`config.mk`:
```
export PLATFORM = sky130hd
export DESIGN_NAME = calm_top
export DESIGN_NICKNAME = d
export VERILOG_FILES = /design/src/common/calm_pkg.sv /design/src/common/calm_cmp_if.sv /design/src/verilog/calm_compare.sv /design/src/verilog/calm_top.sv
export SDC_FILE = /design/constraint.sdc
export NUM_CORES = 1
export LEC_CHECK = 0
export ABC_AREA = 1
export ABC_CLOCK_PERIOD_IN_PS = 4300
export BUFFER_PORTS_ARGS = -buffer_cell sky130_fd_sc_hd__clkbuf_2
export CAP_MARGIN = 40
export CORE_MARGIN = 2
export CORE_UTILIZATION = 59
export CTS_BUF_LIST = sky130_fd_sc_hd__clkbuf_4
export CTS_CLUSTER_DIAMETER = 40
export CTS_CLUSTER_SIZE = 40
export DETAILED_ROUTE_END_ITERATION = 8
export PLACE_DENSITY_LB_ADDON = 0.25
export SYNTH_ARGS = -nofsm -noshare
export SYNTH_HDL_FRONTEND = slang
export SYNTH_SLANG_ARGS = --single-unit
```
`constraint.sdc`:
```
create_clock -name clk_sys -period 4.3 [get_ports clk_sys]
set_input_delay 0.215 -clock clk_sys [delete_from_list [all_inputs] [get_ports clk_sys]]
set_output_delay 0.215 -clock clk_sys [all_outputs]
set_load 0.02 [all_outputs]
```
`src/common/calm_pkg.sv`:
```
// Constants for the calendar alarm compare block.
// Assumes an 8-bit register port with byte offsets as listed below.
`default_nettype none
package calm_pkg;
   // ==========================================================
   // Register offsets
   localparam logic [7:0] CALM_OFF_CTRL1 = 8'h00;
   localparam logic [7:0] CALM_OFF_CTRL2 = 8'h01;
   localparam logic [7:0] CALM_OFF_SEC   = 8'h0a;
   localparam logic [7:0] CALM_OFF_MIN   = 8'h0b;
   localparam logic [7:0] CALM_OFF_HOUR  = 8'h0c;
   localparam logic [7:0] CALM_OFF_DATE  = 8'h0d;
   localparam logic [7:0] CALM_OFF_DOW   = 8'h0e;
   // ==========================================================
   // Field positions
   localparam int CALM_BIT_DIS      = 7;
   localparam int CALM_BIT_MERIDIAN = 5;
   localparam int CALM_BIT_FMT12    = 2;
   localparam int CALM_BIT_FLAG     = 4;
   // Index of each field in the disable vector
   localparam int CALM_F_SEC  = 0;
   localparam int CALM_F_MIN  = 1;
   localparam int CALM_F_HOUR = 2;
   localparam int CALM_F_DATE = 3;
   localparam int CALM_F_DOW  = 4;
   localparam int CALM_NFIELD = 5;
   // ==========================================================
   // Values after reset
   localparam logic [4:0] CALM_DIS_RST   = 5'h1f;
   localparam logic       CALM_FMT12_RST = 1'b0;
   localparam logic       CALM_FLAG_RST  = 1'b0;
endpackage : calm_pkg
`default_nettype wire

```
`src/common/calm_cmp_if.sv`:
```
// Carrier between the alarm register file and the comparator.
// Assumes both ends sit on the same clock.
`timescale 1ns/1ps
`default_nettype none
interface calm_cmp_if;
   logic [6:0] tgt_sec;
   logic [6:0] tgt_min;
   logic [5:0] tgt_hour;
   logic [5:0] tgt_date;
   logic [2:0] tgt_dow;
   logic [4:0] dis;
   logic       fmt12;
   logic [6:0] now_sec;
   logic [6:0] now_min;
   logic [5:0] now_hour;
   logic [5:0] now_date;
   logic [2:0] now_dow;
   logic       match;
   modport regs (output tgt_sec, tgt_min, tgt_hour, tgt_date, tgt_dow, dis, fmt12,
                 output now_sec, now_min, now_hour, now_date, now_dow, input match);
   modport cmp  (input tgt_sec, tgt_min, tgt_hour, tgt_date, tgt_dow, dis, fmt12,
                 input now_sec, now_min, now_hour, now_date, now_dow, output match);
endinterface : calm_cmp_if
`default_nettype wire

```
`src/verilog/calm_compare.sv`:
```
// Combinational field comparator for the alarm.
// Assumes targets and running time share the same BCD layout.
`timescale 1ns/1ps
`default_nettype none
module calm_compare
   import calm_pkg::*;
(
   calm_cmp_if.cmp c   // Targets, disables, running time, match
);
   logic [CALM_NFIELD-1:0] eq;

   // ==========================================================
   // Hour key per format
   function automatic logic [5:0] calm_hour_key(input logic fmt12, input logic [5:0] h);
      if (fmt12)
      begin
         // Meridian, one tens bit, units
         calm_hour_key = {h[CALM_BIT_MERIDIAN], h[4], h[3:0]};
      end
      else
      begin
         calm_hour_key = {h[5:4], h[3:0]};
      end
   endfunction : calm_hour_key

   assign eq[CALM_F_SEC]  = (c.tgt_sec == c.now_sec);
   assign eq[CALM_F_MIN]  = (c.tgt_min == c.now_min);
   assign eq[CALM_F_HOUR] = (calm_hour_key(c.fmt12, c.tgt_hour)
                             == calm_hour_key(c.fmt12, c.now_hour));
   assign eq[CALM_F_DATE] = (c.tgt_date == c.now_date);
   assign eq[CALM_F_DOW]  = (c.tgt_dow == c.now_dow);

   // Disabled fields drop out; nothing enabled means no alarm at all
   assign c.match = (&(eq | c.dis)) && (c.dis != CALM_DIS_RST);
endmodule : calm_compare
`default_nettype wire

```
`src/verilog/calm_top.sv`:
```
// Alarm compare unit of a real time clock, register port and flag.
// Assumes tick_1hz is a one-cycle pulse on clk_sys, issued after the
// time counters have taken their new value.
`timescale 1ns/1ps
`default_nettype none
module calm_top
   import calm_pkg::*;
(
   input  wire logic       clk_sys,      // 250 MHz system clock
   input  wire logic       srst,         // Synchronous reset, active high
   input  wire logic [7:0] reg_addr,     // Register offset
   input  wire logic       reg_wr,       // Write strobe, one cycle
   input  wire logic [7:0] reg_wdata,    // Write data
   input  wire logic       reg_rd,       // Read strobe, one cycle
   output logic      [7:0] reg_rdata,    // Read data, cycle after reg_rd
   input  wire logic       tick_1hz,     // Time update pulse
   input  wire logic [6:0] time_sec,     // Running seconds, BCD
   input  wire logic [6:0] time_min,     // Running minutes, BCD
   input  wire logic [5:0] time_hour,    // Running hours, BCD
   input  wire logic [5:0] time_date,    // Running day of month, BCD
   input  wire logic [2:0] time_dow,     // Running weekday 0 to 6
   output logic            hour_fmt12,   // Hour format select to counters
   output logic            alarm_match_flag  // Sticky alarm flag
);
   logic [6:0]             sec_q;
   logic [6:0]             min_q;
   logic [5:0]             hour_q;
   logic [5:0]             date_q;
   logic [2:0]             dow_q;
   logic [CALM_NFIELD-1:0] dis_q;
   logic                   fmt12_q;
   logic                   flag_q;
   logic                   prev_q;
   logic [7:0]             rdata_q;
   logic [7:0]             rdata_d;
   logic                   set_ev;
   logic                   clr_ev;

   calm_cmp_if cif ();

   calm_compare u_cmp (
      .c (cif.cmp)
   );

   assign cif.tgt_sec  = sec_q;
   assign cif.tgt_min  = min_q;
   assign cif.tgt_hour = hour_q;
   assign cif.tgt_date = date_q;
   assign cif.tgt_dow  = dow_q;
   assign cif.dis      = dis_q;
   assign cif.fmt12    = fmt12_q;
   assign cif.now_sec  = time_sec;
   assign cif.now_min  = time_min;
   assign cif.now_hour = time_hour;
   assign cif.now_date = time_date;
   assign cif.now_dow  = time_dow;

   // ==========================================================
   // Target values
   // No reset on purpose: contents survive later resets
   always_ff @(posedge clk_sys)
   begin
      if (reg_wr)
      begin
         if (reg_addr == CALM_OFF_SEC)
         begin
            sec_q <= reg_wdata[6:0];
         end
         else if (reg_addr == CALM_OFF_MIN)
         begin
            min_q <= reg_wdata[6:0];
         end
         else if (reg_addr == CALM_OFF_HOUR)
         begin
            hour_q <= reg_wdata[5:0];
         end
         else if (reg_addr == CALM_OFF_DATE)
         begin
            date_q <= reg_wdata[5:0];
         end
         else if (reg_addr == CALM_OFF_DOW)
         begin
            dow_q <= reg_wdata[2:0];
         end
      end
   end

   // ==========================================================
   // Match disables and format
   always_ff @(posedge clk_sys)
   begin
      if (srst)
      begin
         dis_q   <= CALM_DIS_RST;
         fmt12_q <= CALM_FMT12_RST;
      end
      else if (reg_wr)
      begin
         if (reg_addr == CALM_OFF_CTRL1)
         begin
            fmt12_q <= reg_wdata[CALM_BIT_FMT12];
         end
         else if (reg_addr == CALM_OFF_SEC)
         begin
            dis_q[CALM_F_SEC] <= reg_wdata[CALM_BIT_DIS];
         end
         else if (reg_addr == CALM_OFF_MIN)
         begin
            dis_q[CALM_F_MIN] <= reg_wdata[CALM_BIT_DIS];
         end
         else if (reg_addr == CALM_OFF_HOUR)
         begin
            dis_q[CALM_F_HOUR] <= reg_wdata[CALM_BIT_DIS];
         end
         else if (reg_addr == CALM_OFF_DATE)
         begin
            dis_q[CALM_F_DATE] <= reg_wdata[CALM_BIT_DIS];
         end
         else if (reg_addr == CALM_OFF_DOW)
         begin
            dis_q[CALM_F_DOW] <= reg_wdata[CALM_BIT_DIS];
         end
      end
   end

   // ==========================================================
   // Alarm flag
   // Edge of the match at each tick; a held match stays quiet
   assign set_ev = tick_1hz && cif.match && !prev_q;
   assign clr_ev = reg_wr && (reg_addr == CALM_OFF_CTRL2) && !reg_wdata[CALM_BIT_FLAG];

   always_ff @(posedge clk_sys)
   begin
      if (srst)
      begin
         prev_q <= 1'b0;
      end
      else if (tick_1hz)
      begin
         prev_q <= cif.match;
      end
   end

   always_ff @(posedge clk_sys)
   begin
      if (srst)
      begin
         flag_q <= CALM_FLAG_RST;
      end
      else if (set_ev)
      begin
         // Set beats a clear landing in the same cycle
         flag_q <= 1'b1;
      end
      else if (clr_ev)
      begin
         flag_q <= 1'b0;
      end
   end

   // ==========================================================
   // Read path
   always_comb
   begin
      rdata_d = 8'h00;
      if (reg_addr == CALM_OFF_CTRL1)
      begin
         rdata_d[CALM_BIT_FMT12] = fmt12_q;
      end
      else if (reg_addr == CALM_OFF_CTRL2)
      begin
         rdata_d[CALM_BIT_FLAG] = flag_q;
      end
      else if (reg_addr == CALM_OFF_SEC)
      begin
         rdata_d = {dis_q[CALM_F_SEC], sec_q};
      end
      else if (reg_addr == CALM_OFF_MIN)
      begin
         rdata_d = {dis_q[CALM_F_MIN], min_q};
      end
      else if (reg_addr == CALM_OFF_HOUR)
      begin
         rdata_d = {dis_q[CALM_F_HOUR], 1'b0, hour_q};
      end
      else if (reg_addr == CALM_OFF_DATE)
      begin
         rdata_d = {dis_q[CALM_F_DATE], 1'b0, date_q};
      end
      else if (reg_addr == CALM_OFF_DOW)
      begin
         rdata_d = {dis_q[CALM_F_DOW], 4'h0, dow_q};
      end
   end

   always_ff @(posedge clk_sys)
   begin
      if (srst)
      begin
         rdata_q <= 8'h00;
      end
      else if (reg_rd)
      begin
         rdata_q <= rdata_d;
      end
   end

   assign reg_rdata        = rdata_q;
   assign hour_fmt12       = fmt12_q;
   assign alarm_match_flag = flag_q;

   // ==========================================================
   // Checks
   property p_dis_rst;
      @(posedge clk_sys) srst |=> (dis_q == CALM_DIS_RST);
   endproperty
   a_dis_rst: assert property (p_dis_rst)
      else $error("disables not all set after reset");

   property p_dow_unused;
      @(posedge clk_sys) disable iff (srst)
         (reg_rd && reg_addr == CALM_OFF_DOW) |=> (reg_rdata[6:3] == 4'h0);
   endproperty
   a_dow_unused: assert property (p_dow_unused)
      else $error("weekday unused bits not zero");

   property p_set_new;
      @(posedge clk_sys) disable iff (srst)
         (tick_1hz && cif.match && !prev_q) |=> flag_q;
   endproperty
   a_set_new: assert property (p_set_new)
      else $error("flag not set on new match");

   property p_sticky;
      @(posedge clk_sys) disable iff (srst)
         (flag_q && !clr_ev) |=> flag_q;
   endproperty
   a_sticky: assert property (p_sticky)
      else $error("flag dropped without clear");

   property p_no_persist;
      @(posedge clk_sys) disable iff (srst)
         (!flag_q && (!tick_1hz || prev_q)) |=> !flag_q;
   endproperty
   a_no_persist: assert property (p_no_persist)
      else $error("flag raised without new match");

   property p_clear;
      @(posedge clk_sys) disable iff (srst)
         (clr_ev && !set_ev) |=> !flag_q ##1 (!flag_q || $past(set_ev));
   endproperty
   a_clear: assert property (p_clear)
      else $error("zero write did not clear flag");

   property p_rise_tick;
      @(posedge clk_sys) disable iff (srst)
         $rose(flag_q) |-> $past(tick_1hz);
   endproperty
   a_rise_tick: assert property (p_rise_tick)
      else $error("flag rose without tick");

   property p_all_off;
      @(posedge clk_sys) disable iff (srst)
         (dis_q == CALM_DIS_RST) |=> !$rose(flag_q);
   endproperty
   a_all_off: assert property (p_all_off)
      else $error("match with every field disabled");

   c_set:   cover property (@(posedge clk_sys) disable iff (srst) $rose(flag_q));
   c_clear: cover property (@(posedge clk_sys) disable iff (srst) $fell(flag_q));
   c_race:  cover property (@(posedge clk_sys) disable iff (srst) set_ev && clr_ev);
   c_fmt12: cover property (@(posedge clk_sys) disable iff (srst) fmt12_q && set_ev);
endmodule : calm_top
`default_nettype wire

```
## Word level (Yosys, flattened, before mapping)

Index checks and enable logic that the tools add are counted.

- Eq/ne operators: 12
- Bitwise operators: 6
- Reductions and logical operators: 21
- Mux-type cells: 13

Operator list:

| operator | number |
|---|---|
| $eq A8 B4 Y1 const B | 5 |
| $mux W8 | 5 |
| $reduce_and A5 Y1 | 3 |
| $eq A7 B7 Y1 | 2 |
| $eq A6 B6 Y1 | 2 |
| $reduce_and A6 Y1 | 2 |
| $eq A8 B1 Y1 const B | 1 |
| $logic_not A8 Y1 | 1 |
| $reduce_and A4 Y1 | 2 |
| $reduce_and A7 Y1 | 1 |
| $reduce_and A3 Y1 | 2 |
| $logic_and A1 B1 Y1 | 5 |
| $mux W5 | 1 |
| $ne A5 B5 Y1 const B | 1 |
| $not A1 Y1 | 5 |
| $or A5 B5 Y5 | 1 |
| $mux W1 | 4 |
| $mux W4 | 1 |
| $reduce_and A2 Y1 | 2 |
| $eq A3 B3 Y1 | 1 |
| $mux W3 | 1 |
| $logic_not A1 Y1 | 2 |
| $mux W2 | 1 |
| $reduce_bool A2 Y1 | 1 |

- Output and inout bits: 10
- Register bits: 45

## Longest topological paths before layout

- Depth after elaboration: 8
- Gate-level depth with buffers: 11

## Hierarchy

A second synthesis with hierarchy kept.

- Cell total of the unflattened synthesis: 341
- Area total of the unflattened synthesis: 2612.5 um^2

Modules (own cells, without submodules):

| module | cells each | instances | area each (um^2) |
|---|---|---|---|
| calm_top | 212 | 1 | 2053.2 |
| calm_compare | 129 | 1 | 559.3 |

## Worst setup path before layout

OpenSTA, ideal clock, no wires.

- Kind: input to register
- From: input port reg_addr[7]
- To: register date_q[0] (netlist: cif.tgt_date[0]) (enable)
- Library setup time: 378 ps
- Data required time: 3922 ps
- Buffers on the path: 1
- Arrival: 1205 ps
- Cell stages on the path: 7
- Setup slack: 2716 ps
- Path through: nor2_1 > nand2_1 > nor2_1 > buf_4 > nor2_1 > inv_2 > nor4_2

- Longest elaborated chain between the ends: 3
- Elaborated cells on any way between the ends: 8
- Classes of those cells: 4 x eq/ne; 3 x bitwise; 1 x reduce/logical

Ends and longest elaborated chain:

| what | RTL line | text |
|---|---|---|
| start, declared | calm_top.sv:11 | `input wire logic [7:0] reg_addr,` |
| $eq A8 B4 Y1 (on tied branches) | calm_top.sv:73, calm_top.sv:65, calm_top.sv:69 |  |
| $not A1 Y1 (no line) | -- |  |
| $reduce_and A5 Y1 (no line) * | -- |  |
| end signal, assigned | calm_top.sv:79 | `date_q <= reg_wdata[5:0];` |
| end, declared | calm_top.sv:28 | `logic [5:0] date_q;` |

Every way passes the cells marked *; elsewhere a longest branch is shown, timed or not.
A chain may end at the register's enable or synchronous reset.

## Worst setup path in the final report

- From: input port reg_addr[6]
- To: register sec_q[1] (netlist: cif.tgt_sec[1]) (enable)

- Longest elaborated chain between the ends: 2

Ends and longest elaborated chain:

| what | RTL line | text |
|---|---|---|
| $eq A8 B4 Y1 | calm_top.sv:65 | `if (reg_addr == CALM_OFF_SEC)` |
| $reduce_and A2 Y1 (no line) | -- |  |
| end signal, assigned | calm_top.sv:67 | `sec_q <= reg_wdata[6:0];` |
| end, declared | calm_top.sv:25 | `logic [6:0] sec_q;` |

Every way passes these cells.

==> out/results.md <==
| Result | This run | Unit |
| --- | --- | --- |
| Net switching fraction of the power | 23.6 | % |
| TritonCTS sink count | 45 | - |
| Most frequent cells after synthesis | nand2_1 (106), inv_1 (48), nor2_1 (33) | - |
| Layout cell share with drive strength beyond 1 | 20.7 | % |
| Area share of the largest cell type after synthesis | 36.3 | % |
| CP startpoint kind | input pin | - |
| HPWL after DPL | 4490 | um |
| Root cell of the clock tree | clkbuf_4 | - |
| Crit path time final | 1.96 | ns |
| Required time of the critical path | 4.31 | ns |
| Nets | 426 | - |
| Number of vias per cell | 5.19 | - |
| Initial antenna violation count | 0 | - |
| Count of buffers added by post-CTS timing repair for setup | 0 | - |
| Net Switching | 0.000175 | W |
| Actual transition at the worst max-transition pin | 0.878 | ns |
| Hold buffer count at cts | 0 | - |
| TritonCTS clock tree | built | - |
| Die H | 67.8 | um |
| Arr. time, crit path | 1.96 | ns |
| Initial standard-cell utilization of the core | 60.8 | % |
| Outcome | complete, no violations | - |
| Post-synthesis to final-layout area growth | 16.8 | % |
| Final-layout setup total negative slack | 0 | ns |
| Average footprint of a synthesized cell | 7.66 | um^2 |
| Initial drt markers | 166 | - |
| Max IR drop VDD | 0.222 | mV |
| Count of cells resized by post-cts repair | 0 | - |
| Synth top area cells | edfxtp_1 (36%), nand2_1 (17%), dfxtp_1 (13%), inv_1 (7.5%), nor2_1 (5.2%) | - |
| Worst-path cell with the longest stage delay | nor2_1 | - |
| Core Region | 0.00394 | mm^2 |
| Clock input transition at the sequential cells of the worst setup and hold paths | 0.13 | ns |
| Max_slew headroom | 40.9 | % |
| Most used flip-flop cell after synthesis | edfxtp_1 | - |
| Finished Core Util | 71.1 | % |
| Number of nets produced by synthesis | 363 | - |
| Count of mapped cells out of synthesis | 313 | - |
| Number of filler cells placed in the layout | 335 | - |
| Worst Hold Margin | 0.0577 | ns |
| Combined area of the multi-input logic cells | 997 | um^2 |
| Number of gates on the worst path with buffers counted | 6 | - |
| Number of setup violations in the final report | 0 | - |
| First drt pass iteration count | 4 | - |
| Average routed wire per standard cell | 13.4 | um |
| Most numerous cell on the critical path | nor2_1 | - |
| Fraction of the yosys area taken by sequential cells | 49.7 | % |
| Peak clock frequency supported by timing | 510 | MHz |
| Ys Warns | 0 | - |
| Clk network pwr share | 28.1 | % |
| DR vias | 2215 | - |
| Largest delay share family, worst path | simple AND/OR/NAND/NOR gates | - |
| Number of buffers and inverters on the critical path | 1 | - |
| Number of buffers inserted during clock tree synthesis | 5 | - |
| Die Footprint | 0.00459 | mm^2 |
| Crit share post-route | 45.6 | % |
| Combined global-route utilization of all metal layers | 27.4 | % |
| Depth of the CTS H-tree | 2 | - |
| Largest driver fanout on the critical path | 11 | - |
| Die X-Extent | 67.8 | um |
| Clock Latency Late Sink | 0.36 | ns |
| Total wire length | 5720 | um |
| Mapped Area | 0.00240 | mm^2 |
| Internal Dissipation | 0.000566 | W |
| Ordered list of cells on the worst path | clkbuf_2 -> nor2_1 -> nand2_1 -> nor2_1 -> nand2_2 -> nor2_1 | - |
| Power Dens Cells | 265 | mW/mm^2 |
| Critical Path Sink Type | flop | - |
| Yosys top cell by area | edfxtp_1 | - |
| Number of enable flip-flop cells after synthesis | 29 | - |
| PortBufs | 59 | - |
| Row cnt | 23 | - |
| Count of max-cap constraint violations | 0 | - |
| Number of design rule violations left after detail routing | 0 | - |
| Final Skew | 0.00965 | ns |
| Slowest Stage Delay on Critical Path | 0.61 | ns |
| Type of the worst setup path | in2reg | - |
| Final Hold Violating Endpoints | 0 | - |
| Worst Hold Class | in2reg | - |
| Most common cell in the netlist | nand2_1 | - |
| Ant diodes | 0 | - |
| Combinational share of power | 9.7 | % |
| Total count of max-transition violations in the final report | 0 | - |
| Fraction of registers with async set or reset after synthesis | 0 | % |
| Distinct cell type count of the synthesized netlist | 27 | - |
| Register area | 0.00119 | mm^2 |
| RSZ-0062 raised after global routing | no | - |
| Static leakage | 1.36 | nW |
| Hold Path Cell Cnt | 1 | - |
| First-pass GRT wire length | 8980 | um |
| Worst reg-to-reg path cell count | 9 | - |
| Largest net degree at the start of global routing | 14 | - |
| Sequential share of power | 62.2 | % |
| Remaining antenna violation count after routing | 0 | - |
| Total I/O pin count | 60 | - |
| Global placement routability congestion | 0.884 | - |
| Clock Path Buffers | 2 | - |
| GRT overflow | 0 | - |
| Number of global-route vias before repair | 1996 | - |
| Number of storage elements in the synthesis netlist | 45 | - |
final cells by class:
class                           instances  area share, %
Tap cell                               50           2.23
Sequential cell                        45           42.5
Multi-Input combinational cell        213           35.6
Clock buffer                            7           1.87
Inverter                               51           6.83
Clock inverter                          1          0.179
Timing Repair Buffer                   60           10.8
final timing paths:
kind	slack (ns)	end	startpoint
worst min-delay path	0.06	cif.tgt_min[6]	reg_wdata[6]
worst min register to register	0.47	reg_rdata[0]	reg_rdata[0]
worst max-delay path	2.34	cif.tgt_sec[1]	reg_addr[6]
worst max register to register	2.82	alarm_match_flag	cif.tgt_min[4]
cells in the final DEF (no fill, tap or decap), drive strengths merged:
master	synthesis	routed
nand2	107	107
clkbuf	2	67
inv	50	50
nor2	37	37
edfxtp	29	29
dfxtp	16	16
a21oi	15	15
nand3	13	13
o211ai	11	11
o21ai	11	11
xnor2	7	7
nand4	4	4
nor4	2	2
xor2	2	2
clkinv	1	2
nand3b	1	1
o21bai	1	1
o31ai	1	1
nor3	1	1
metal layers:
metal  share of wire (%)  up-vias  GRT usage (%)
li1                    -     1130              -
met1                  42      977           35.3
met2                  48       98           45.8
met3                 8.2       10           5.83
met4                 1.3        0           8.93
met5                   0        -              0
sequential cells by signal (all words and copies together), names as in the netlist:
register / count
cif.tgt_date: 6
cif.tgt_hour: 6
cif.tgt_min: 7
prev_q: 1
hour_fmt12: 1
reg_rdata: 8
cif.tgt_dow: 3
alarm_match_flag: 1
cif.tgt_sec: 7
cif.dis: 5
cells by family after synthesis:
kind of cell           Yosys count  share of synthesized area, %
flip-flops                      45                          49.7
XOR/XNOR                         9                          3.29
AO/OA/AOI/OAI                   39                          9.49
AND/OR/NAND/NOR                165                          28.8
buffers and inverters           55                          8.76
power by group through the flow:
stage          Combinational [W]  Sequential, W  Clock, W
2_1_floorplan          0.0000322       0.000472         0
3_3_place_gp           0.0000700       0.000471         0
3_5_place_dp           0.0000718       0.000471         0
4_1_cts                0.0000721       0.000461  0.000207
5_1_grt                0.0000813       0.000461  0.000224
6_report               0.0000721       0.000461  0.000208
metrics by stage:
stage	power (W)	std cells	worst slack [ns]	cell area (um^2)
2_1_floorplan	0.000504	313	2.72	2400
3_3_place_gp	0.000541	418	2.12	2740
3_5_place_dp	0.000543	418	1.99	2740
4_1_cts	0.000741	426	2.37	2800
5_1_grt	0.000766	427	2.17	2800
6_report	0.000741	427	2.34	2800
Note: power is estimated with default switching activity, not from simulation.
